**src/tsi_pkg.sv**
```systemverilog
// Purpose: shared constants for the touch sensor interrupt logic
// Assumes: 10-bit register addresses, 16-bit register words
// Notes:   offsets are word indices as seen on the register port
package tsi_pkg;
  // ****************************************
  // widths
  // ****************************************
  localparam int ADDR_W = 10;
  localparam int DATA_W = 16;

  // ****************************************
  // register offsets
  // ****************************************
  localparam logic [9:0] OFF_LOW_EN     = 10'h005;
  localparam logic [9:0] OFF_HIGH_EN    = 10'h006;
  localparam logic [9:0] OFF_DONE_EN    = 10'h007;
  localparam logic [9:0] OFF_LOW_FLAGS  = 10'h008;
  localparam logic [9:0] OFF_HIGH_FLAGS = 10'h009;
  localparam logic [9:0] OFF_DONE_FLAGS = 10'h00A;

  // ****************************************
  // reset values
  // ****************************************
  localparam logic [15:0] EN_RST    = 16'h0000;
  localparam logic [15:0] FLAGS_RST = 16'h0000;
  localparam logic [15:0] RD_IDLE   = 16'h0000;
endpackage

```
**src/tsi_irq_logic.sv**
```systemverilog
// Purpose: interrupt request logic of the capacitive touch controller
// Assumes: serial interface hands over whole 16-bit words, address set-up strobes
// Notes:   request pin is open drain, only ever driven low
`timescale 1ns/1ns

// Behaviour
// request pin open drain, pulls low only
// completion and threshold sources, per-stage enables
// read clears at address set-up time
// enabled stage completion asserts request
// completion enable register, one bit per stage
// host enables completion only on last stage
// completion flags clear on read unless retriggered
// touch and release each raise request
// low and high threshold enable registers
// low and high threshold status readable
// threshold request held until both read
// any threshold status change raises request; the code counts changes on enabled stages only
// threshold status shows live activation
// registers are 16-bit words, upper byte first
// request is OR of pending enabled sources
module tsi_irq_logic (
  // clock and reset
  input  wire logic        clk,
  input  wire logic        rstn,
  // register port from the serial interface
  input  wire logic [9:0]  reg_addr,
  input  wire logic        reg_wr,
  input  wire logic [15:0] reg_wdata,
  input  wire logic        reg_rd,
  output logic      [15:0] reg_rdata,
  // events from the conversion sequencer and threshold engine
  input  wire logic [15:0] stage_done,
  input  wire logic [15:0] low_active,
  input  wire logic [15:0] high_active,
  // open-drain request pin
  input  wire logic        int_n_i,
  output logic             int_n_o,
  output logic             int_n_oe
);
  // ****************************************
  // declarations
  // ****************************************
  logic [15:0] low_en_r;
  logic [15:0] high_en_r;
  logic [15:0] done_en_r;
  logic [15:0] done_flags;
  logic [15:0] low_prev_r;
  logic [15:0] high_prev_r;
  logic        thr_pend_r;
  logic        seen_low_r;
  logic        seen_high_r;
  logic        irq_oe_r;
  logic [15:0] rdata_r;
  logic        rd_low;
  logic        rd_high;
  logic        rd_done;
  logic        thr_change;

  // ****************************************
  // register decode
  // ****************************************
  // reads act on the address strobe, not on the end of the byte transfer
  assign rd_low  = reg_rd && (reg_addr == tsi_pkg::OFF_LOW_FLAGS);
  assign rd_high = reg_rd && (reg_addr == tsi_pkg::OFF_HIGH_FLAGS);
  assign rd_done = reg_rd && (reg_addr == tsi_pkg::OFF_DONE_FLAGS);

  // enable registers, whole-word writes only
  always_ff @(posedge clk) begin
    if (!rstn) begin
      low_en_r  <= tsi_pkg::EN_RST;
      high_en_r <= tsi_pkg::EN_RST;
      done_en_r <= tsi_pkg::EN_RST;
    end else if (reg_wr) begin
      if (reg_addr == tsi_pkg::OFF_LOW_EN) begin
        low_en_r <= reg_wdata;
      end
      if (reg_addr == tsi_pkg::OFF_HIGH_EN) begin
        high_en_r <= reg_wdata;
      end
      if (reg_addr == tsi_pkg::OFF_DONE_EN) begin
        done_en_r <= reg_wdata;
      end
    end
  end

  // ****************************************
  // completion source
  // ****************************************
  tsi_done_flags u_done (
    .clk        (clk),
    .rstn       (rstn),
    .stage_done (stage_done),
    .enable     (done_en_r),
    .clr        (rd_done),
    .flags_r    (done_flags)
  );

  // ****************************************
  // threshold source
  // ****************************************
  // a change on any enabled stage counts, so touch and lift-off both fire
  assign thr_change = |(((low_active ^ low_prev_r) & low_en_r) |
                        ((high_active ^ high_prev_r) & high_en_r));

  // last seen activation, used only for change detection
  always_ff @(posedge clk) begin
    if (!rstn) begin
      low_prev_r  <= tsi_pkg::FLAGS_RST;
      high_prev_r <= tsi_pkg::FLAGS_RST;
    end else begin
      low_prev_r  <= low_active;
      high_prev_r <= high_active;
    end
  end

  // pending threshold request; a fresh change restarts the two-read handshake
  always_ff @(posedge clk) begin
    if (!rstn) begin
      thr_pend_r  <= 1'b0;
      seen_low_r  <= 1'b0;
      seen_high_r <= 1'b0;
    end else if (thr_change) begin
      thr_pend_r  <= 1'b1;
      seen_low_r  <= 1'b0;
      seen_high_r <= 1'b0;
    end else begin
      if (rd_low) begin
        seen_low_r <= 1'b1;
      end
      if (rd_high) begin
        seen_high_r <= 1'b1;
      end
      if ((seen_low_r || rd_low) && (seen_high_r || rd_high)) begin
        thr_pend_r  <= 1'b0;
        seen_low_r  <= 1'b0;
        seen_high_r <= 1'b0;
      end
    end
  end

  // ****************************************
  // read data
  // ****************************************
  // flags are sampled before their clear takes effect; unmapped reads give zero
  always_ff @(posedge clk) begin
    if (!rstn) begin
      rdata_r <= tsi_pkg::RD_IDLE;
    end else if (reg_rd) begin
      case (reg_addr)
        tsi_pkg::OFF_LOW_EN:     rdata_r <= low_en_r;
        tsi_pkg::OFF_HIGH_EN:    rdata_r <= high_en_r;
        tsi_pkg::OFF_DONE_EN:    rdata_r <= done_en_r;
        tsi_pkg::OFF_LOW_FLAGS:  rdata_r <= low_active;
        tsi_pkg::OFF_HIGH_FLAGS: rdata_r <= high_active;
        tsi_pkg::OFF_DONE_FLAGS: rdata_r <= done_flags;
        default:                 rdata_r <= tsi_pkg::RD_IDLE;
      endcase
    end
  end
  assign reg_rdata = rdata_r;

  // ****************************************
  // request pin
  // ****************************************
  // one cycle behind the sources; the pin is never driven high
  always_ff @(posedge clk) begin
    if (!rstn) begin
      irq_oe_r <= 1'b0;
    end else begin
      irq_oe_r <= (|done_flags) || thr_pend_r;
    end
  end
  assign int_n_o  = 1'b0;
  assign int_n_oe = irq_oe_r;
endmodule

```
**src/tsi_done_flags.sv**
```systemverilog
// Purpose: sticky per-stage conversion-complete flags
// Assumes: stage_done pulses one cycle when a stage result is stored
// Notes:   a completion in the clearing cycle survives the clear
`timescale 1ns/1ns
module tsi_done_flags (
  // clock and reset
  input  wire logic        clk,
  input  wire logic        rstn,
  // events and control
  input  wire logic [15:0] stage_done,
  input  wire logic [15:0] enable,
  input  wire logic        clr,
  // state
  output logic      [15:0] flags_r
);
  // ****************************************
  // flag storage
  // ****************************************
  // one flop per stage; set beats clear so no completion is lost
  genvar i;
  generate
    for (i = 0; i < 16; i++) begin : g_flag
      always_ff @(posedge clk) begin
        if (!rstn) begin
          flags_r[i] <= tsi_pkg::FLAGS_RST[i];
        end else if (stage_done[i] && enable[i]) begin
          flags_r[i] <= 1'b1;
        end else if (clr) begin
          flags_r[i] <= 1'b0;
        end
      end
    end
  endgenerate
endmodule

```
**config.mk**
```make
export PLATFORM = sky130hd
export DESIGN_NAME = tsi_irq_logic
export DESIGN_NICKNAME = d
export VERILOG_FILES = /design/src/tsi_pkg.sv /design/src/tsi_irq_logic.sv /design/src/tsi_done_flags.sv
export SDC_FILE = /design/constraint.sdc
export NUM_CORES = 1
export LEC_CHECK = 0
export ABC_AREA = 1
export BUFFER_PORTS_ARGS = -buffer_cell sky130_fd_sc_hd__buf_2
export CAP_MARGIN = 25
export CELL_PAD_IN_SITES_DETAIL_PLACEMENT = 1
export CELL_PAD_IN_SITES_GLOBAL_PLACEMENT = 1
export CORE_ASPECT_RATIO = 1.25
export CORE_UTILIZATION = 39
export DETAILED_ROUTE_END_ITERATION = 12
export GPL_TIMING_DRIVEN = 0
export PLACE_DENSITY_LB_ADDON = 0.3
export SLEW_MARGIN = 20
export SYNTH_ARGS = -nofsm -noshare
export SYNTH_HDL_FRONTEND = slang
export SYNTH_HIERARCHICAL = 1
export SYNTH_SLANG_ARGS = --single-unit
```
**constraint.sdc**
```tcl
create_clock -name clk -period 1.78 [get_ports clk]
set_input_delay 0.089 -clock clk [delete_from_list [all_inputs] [get_ports clk]]
set_output_delay 0.089 -clock clk [all_outputs]
set_load 0.01 [all_outputs]
```
==> reports/metrics.yaml, run 1 <==
global_routing:
  grt_start_max_net_pins: 17
  grtUsageTotal_pct: 32.9
  grt_remaining_overflow: 0
  antenna_found_initial: 0
  grt_pass1_wl_um: 35200
  grt_pass1_vias: 6506
logic_synthesis:
  synth_adder_area_share_pct: 0
  syn_area_um2: 5510
  synth_top_family_by_area: "simple AND/OR/NAND/NOR gates"
  synth_fp_nets: 903
  synthSimpleGateAreaFrac_pct: 28.6
  yosys.area.top_type: "dfxtp_1"
  syn-instance-count: 824
  synth-compound-area-share_pct: 15.9
  synth_warnings: 6
  yosysTopAreaCellShare_pct: 42.2
  avgSynthCellArea_um2: 6.69
  synth_xor_area_share_pct: 0
  yosysSeqAreaShare_pct: 42.2
  synth_cell_types: 29
  synthMuxAreaShare_pct: 0
  synth_seq_cells: 116
  synth_area_leaders: "dfxtp_1 (42%), nand2_1 (12%), inv_1 (9.1%)"
clock_tree:
  ctsResizeCount: 0
  root_buffer: "clkbuf_16"
  htreeDepth: 4
  cts_max_path_buffers: 2
  clock_latency_ns: 0.43
  postCtsSetupRepairBufs: 0
  tritoncts: "done"
  cts_buffers: 17
  clock_sinks: 116
  clk_pin_slew_worst_paths_ns: 0.06
power_and_ir_drop:
  p_total_mw: 7.11
  share_seq_of_total_power_pct: 37.8
  power.internal_mw: 5.42
  power_density_nw_per_um2: 953
  switching_share_pct: 23.8
  pwr-share-clk_pct: 53.6
  power.switching_mw: 1.70
  p_comb_share_pct: 8.6
  leakage_nw: 3.63
  irDropWorstVdd_mv: 0.559
sta:
  finalHoldViolCount: 0
  rsz0062_at_grt: "no"
  slew_violations: 0
  tightest_slew_ns: 0.900
  whs_ns: 0.0123
  setup_viol: 0
  max_freq_ghz: 0.634
  fin_crit_ns: 1.58
  fin_crit_sh_pct: 88.6
  layout_setup_ws_ns: 0.204
  finClkSkew_ns: 0.00772
  slew_headroom_pct: 40.0
flow_run:
  maxCapViolCount: 0
route:
  drc: 0
  drtIter0Drc: 466
  vias: 6478
  wl_per_cell_um: 19.7
  via_per_inst: 5.46
  dr.pass1.iters: 5
  final_antenna_net_count: 0
  wl_um: 23400
floorplan:
  ios: 97
  chipHeight_um: 135
  core_area_um2: 13800
  die_w_um: 108
  initial_utilization_pct: 39.9
  fp-row-count: 48
  die_area_um2: 14600
layout:
  n_antenna_cell: 0
  area_growth_pct: 35.5
  fillers: 1820
  drive_gt1_share_pct: 17.4
  nets: 1077
  stdcell_area_um2: 7460
critical_path:
  crit_required_ns: 2.15
  crit_arrival_ns: 1.94
  end_kind: "flip-flop"
  cp_max_fo: 10
  critPathKind: "in2reg"
  crit_path_start_kind: "input port"
placement:
  pre_cts_ws_ns: -0.0423
  port_buffers: 93
  place_congestion: 0.866
  hpwlAfterDp_um: 14600
  placed_area_um2: 6190
worst_hold_path:
  hold_class: "in2reg"
run_status:
  outcome: "complete, no violations"
## cell usage after synthesis (all sizes together)
master	number
clkbuf	15
nand4	1
buf	24
nand3	100
nor2	66
dfxtp	116
or2	3
clkinv	1
conb	1
inv	137
a21oi	80
o21ai	87
nor3	2
o21a	1
nor4	4
nand2	186
## path summary, 6_finish.rpt
kind	slack [ns]	endpoint	start	cells past startpoint
worst max-delay path	0.20	low_prev_r[8]	rstn	6
worst min-delay path	0.01	done_en_r[15]	reg_wdata[15]	3
worst max register to register	0.33	thr_pend_r	high_prev_r[0]	10
worst min register to register	0.46	done_en_r[4]	done_en_r[4]	2
## cells by family (layout without fill, tap and decap cells)
kind of cell / count (synthesis) / count (layout)
buffers and inverters: 177 / 364
other: 1 / 1
flip-flops: 116 / 116
AO/OA/AOI/OAI: 168 / 168
AND/OR/NAND/NOR: 362 / 362
## cells in the final DEF, fill, tap and decap left out, drive strengths merged
cell type    count
buf            117
a21oi           80
nor2            66
inv            137
bufinv           5
o21a             1
o21ai           87
or2              3
dfxtp          116
nand2          186
conb             1
nor4             4
dlygate4sd3     62
clkinvlp         2
nand4            1
nor3             2
clkinv           7
clkbuf          34
nand3          100
## power by group through the flow
stage,combinational (mW),sequential (mW),clock (mW)
2_1_floorplan,0.220,2.74,0
6_report,0.611,2.69,3.81
3_3_place_gp,0.464,2.74,0
3_5_place_dp,0.477,2.74,0
5_1_grt,0.658,2.69,3.95
4_1_cts,0.590,2.69,3.81
## routing by layer
| metal | global-route usage, % | share of wire (%) | up-vias |
|---|---|---|---|
| met5 | 0 | 0 | - |
| met4 | 16.1 | 4.3 | 0 |
| met3 | 6.85 | 7.3 | 87 |
| met2 | 54.7 | 49 | 313 |
| met1 | 40.0 | 39 | 3128 |
| li1 | - | - | 2950 |
## area by class of cell
type	instances	area [µm²]	share of cell area (%)
multi-input cells	531	2460	32.9
flip-flops and latches	116	2320	31.1
clock buffers	19	443	5.93
repair buffers	155	1090	14.6
inverters	138	518	6.94
clock inverters	13	206	2.77
well taps	175	219	2.93
plain buffers	39	210	2.82
## critical path, cell delays in order
cell	delay [ns]
buf_2	0.13
buf_2	0.19
clkbuf_1	0.48
clkbuf_1	0.74
nand2_1	0.19
inv_1	0.12
## state kept, by name, indices dropped and copies added (netlist names)
signal          count
high_prev_r        16
thr_pend_r          1
seen_low_r          1
seen_high_r         1
high_en_r          16
u_done/flags_r     16
done_en_r          16
low_en_r           16
low_prev_r         16
int_n_oe            1
reg_rdata          16
## repair_timing
item / CTS / global route
endpoints found under the hold margin: 87 / 0
endpoints found under the setup margin: 0 / 0
hold buffers: 62 / 0
## through the flow
step | util, % | TNS (ns) | cells
after detailed placement | 44.8 | -0.380 | 1092
after CTS | 54.0 | 0 | 1186
after global placement | 44.8 | -0.383 | 1092
final | 54.0 | 0 | 1186
after global routing | 54.0 | 0 | 1186
after floorplan | - | 0 | 824
(Power assumes the default switching activity.)
==> run 2, diff against run 1 <==
CORE_ASPECT_RATIO = 2   (was 1.25)
==> run 2 against run 1 <==
  * Global-route usage grew 0.15 points
  * Clock-buffer cell count increased by 4
  * Critical endpoint is now seen_low_r
  * Sequential share of layout area is 0.23 points lower
  * Largest cell class unchanged
  * Sequential power hardly changed
  * Worst setup slack got worse by 0.17 ns
==> reports/metrics.yaml, run 2 (synthesized netlist as in run 1, its figures left out) <==
global_routing:
  grt_start_max_net_pins: 17
  grt_remaining_overflow: 0
  grt_pass1_vias: 6732
  grt_pass1_wl_um: 35400
  antenna_found_initial: 0
  grtUsageTotal_pct: 33.0
floorplan:
  chipHeight_um: 170
  core_area_um2: 13800
  ios: 97
  die_area_um2: 14600
  fp-row-count: 61
  die_w_um: 86.0
  initial_utilization_pct: 39.9
clock_tree:
  tritoncts: "done"
  cts_max_path_buffers: 2
  clock_sinks: 116
  cts_buffers: 17
  clock_latency_ns: 0.42
  clk_pin_slew_worst_paths_ns: 0.05
  root_buffer: "clkbuf_16"
  htreeDepth: 4
sta:
  fin_crit_ns: 1.75
  finClkSkew_ns: 0.00723
  fin_crit_sh_pct: 98.2
  whs_ns: 0.0336
  rsz0062_at_grt: "no"
  slew_violations: 0
  setup_viol: 0
  tightest_slew_ns: 0.924
  slew_headroom_pct: 38.4
  finalHoldViolCount: 0
  max_freq_ghz: 0.572
power_and_ir_drop:
  p_total_mw: 7.12
  irDropWorstVdd_mv: 0.718
  leakage_nw: 3.65
  power_density_nw_per_um2: 947
placement:
  port_buffers: 93
  dp_cells: 1106
  place_congestion: 0.871
  placed_area_um2: 6210
  hpwlAfterDp_um: 15400
layout:
  stdcell_area_um2: 7520
  final_core_util_pct: 54.4
  fillers: 1830
  final_cell_mix: "nand2_1 (182), inv_1 (134), dfxtp_1 (116)"
  drive_gt1_share_pct: 17.1
  area_growth_pct: 36.5
  n_antenna_cell: 0
  fin_cells: 1204
  mostFrequentLayoutCell: "nand2_1"
  nets: 1081
critical_path:
  crit_top_cell: "nand2_1"
  crit_arrival_ns: 2.07
  critPathSlowestCell: "dlygate4sd3_1"
  crit_family: "simple AND/OR/NAND/NOR gates"
  cp_max_fo: 4
  crit_path_start_kind: "input port"
  crit_buf_inv: 2
  crit_required_ns: 2.10
  slowest_delay_ns: 0.55
  cp_cell_sequence: "dlygate4sd3_1 -> buf_2 -> or2_2 -> nand3_1 -> nand2_1 -> nor2_1 -> nand2_1 -> nor2_2 -> nand2_1 -> nor3_1"
  end_kind: "flip-flop"
  critPathKind: "in2reg"
route:
  vias: 6404
  wl_um: 23500
  via_per_inst: 5.32
  drtIter0Drc: 294
  dr.pass1.iters: 5
  drc: 0
  final_antenna_net_count: 0
  wl_per_cell_um: 19.5
run_status:
  outcome: "complete, no violations"
flow_run:
  maxCapViolCount: 0
worst_hold_path:
  hold_class: "in2reg"
## run 2: cell count changes in the layout (fill, tap and decap cells not counted), sizes merged
cell	change
buf	-1
clkbuf	+5
clkinv	-4
dlygate4sd3	+4
## run 2: where the power goes
part	total (mW)	leakage, nW	internal, mW	switching (mW)
Combinational	0.604	2.39	0.249	0.356
Sequential	2.69	0.946	2.66	0.0308
Clock	3.83	0.307	2.55	1.28
Total	7.12	3.65	5.46	1.66
## run 2: what timing repair did
action | in CTS | in global routing
hold buffers | 66 | 0
buffers inserted | 0 | 0
endpoints found under the hold margin | 86 | 0
resized for setup | 0 | 2
setup endpoints to repair | 0 | 5
## run 2: final timing paths
path	from	cells after the start	slack, ns	endpoint
max reg2reg	high_prev_r[10]	8	0.12	seen_low_r
min	rstn	3	0.03	u_done/flags_r[14]
min reg2reg	done_en_r[6]	2	0.48	done_en_r[6]
max	high_active[10]	10	0.03	seen_low_r
## run 2: worst min-delay path, cell delays in order
cell     delay, ns
buf_2         0.11
inv_2         0.08
a21oi_1       0.13
## run 2: layout make-up
type,count,area [µm²],area share (%)
Buffer,39,213,2.83
Clock buffer,23,468,6.22
Clock inverter,9,175,2.33
Inverter,138,518,6.89
Multi-Input combinational cell,531,2460,32.7
Sequential cell,116,2320,30.9
Tap cell,189,236,3.14
Timing Repair Buffer,159,1130,15.0
## run 2: routing by layer
metal	vias to the layer above	part of all wire, %	GRT usage (%)
li1	2962	-	-
met1	3062	35	32.3
met2	271	52	59.6
met3	109	5.4	6.79
met4	0	7.8	24.6
met5	-	0	0
## run 2: stage by stage
step	TNS (ns)	worst slack [ns]
3_5_place_dp	-0.290	-0.0397
6_report	0	0.0318
4_1_cts	0	0.0848
3_3_place_gp	-0.0765	-0.0120
2_1_floorplan	0	0.502
5_1_grt	0	0.0237
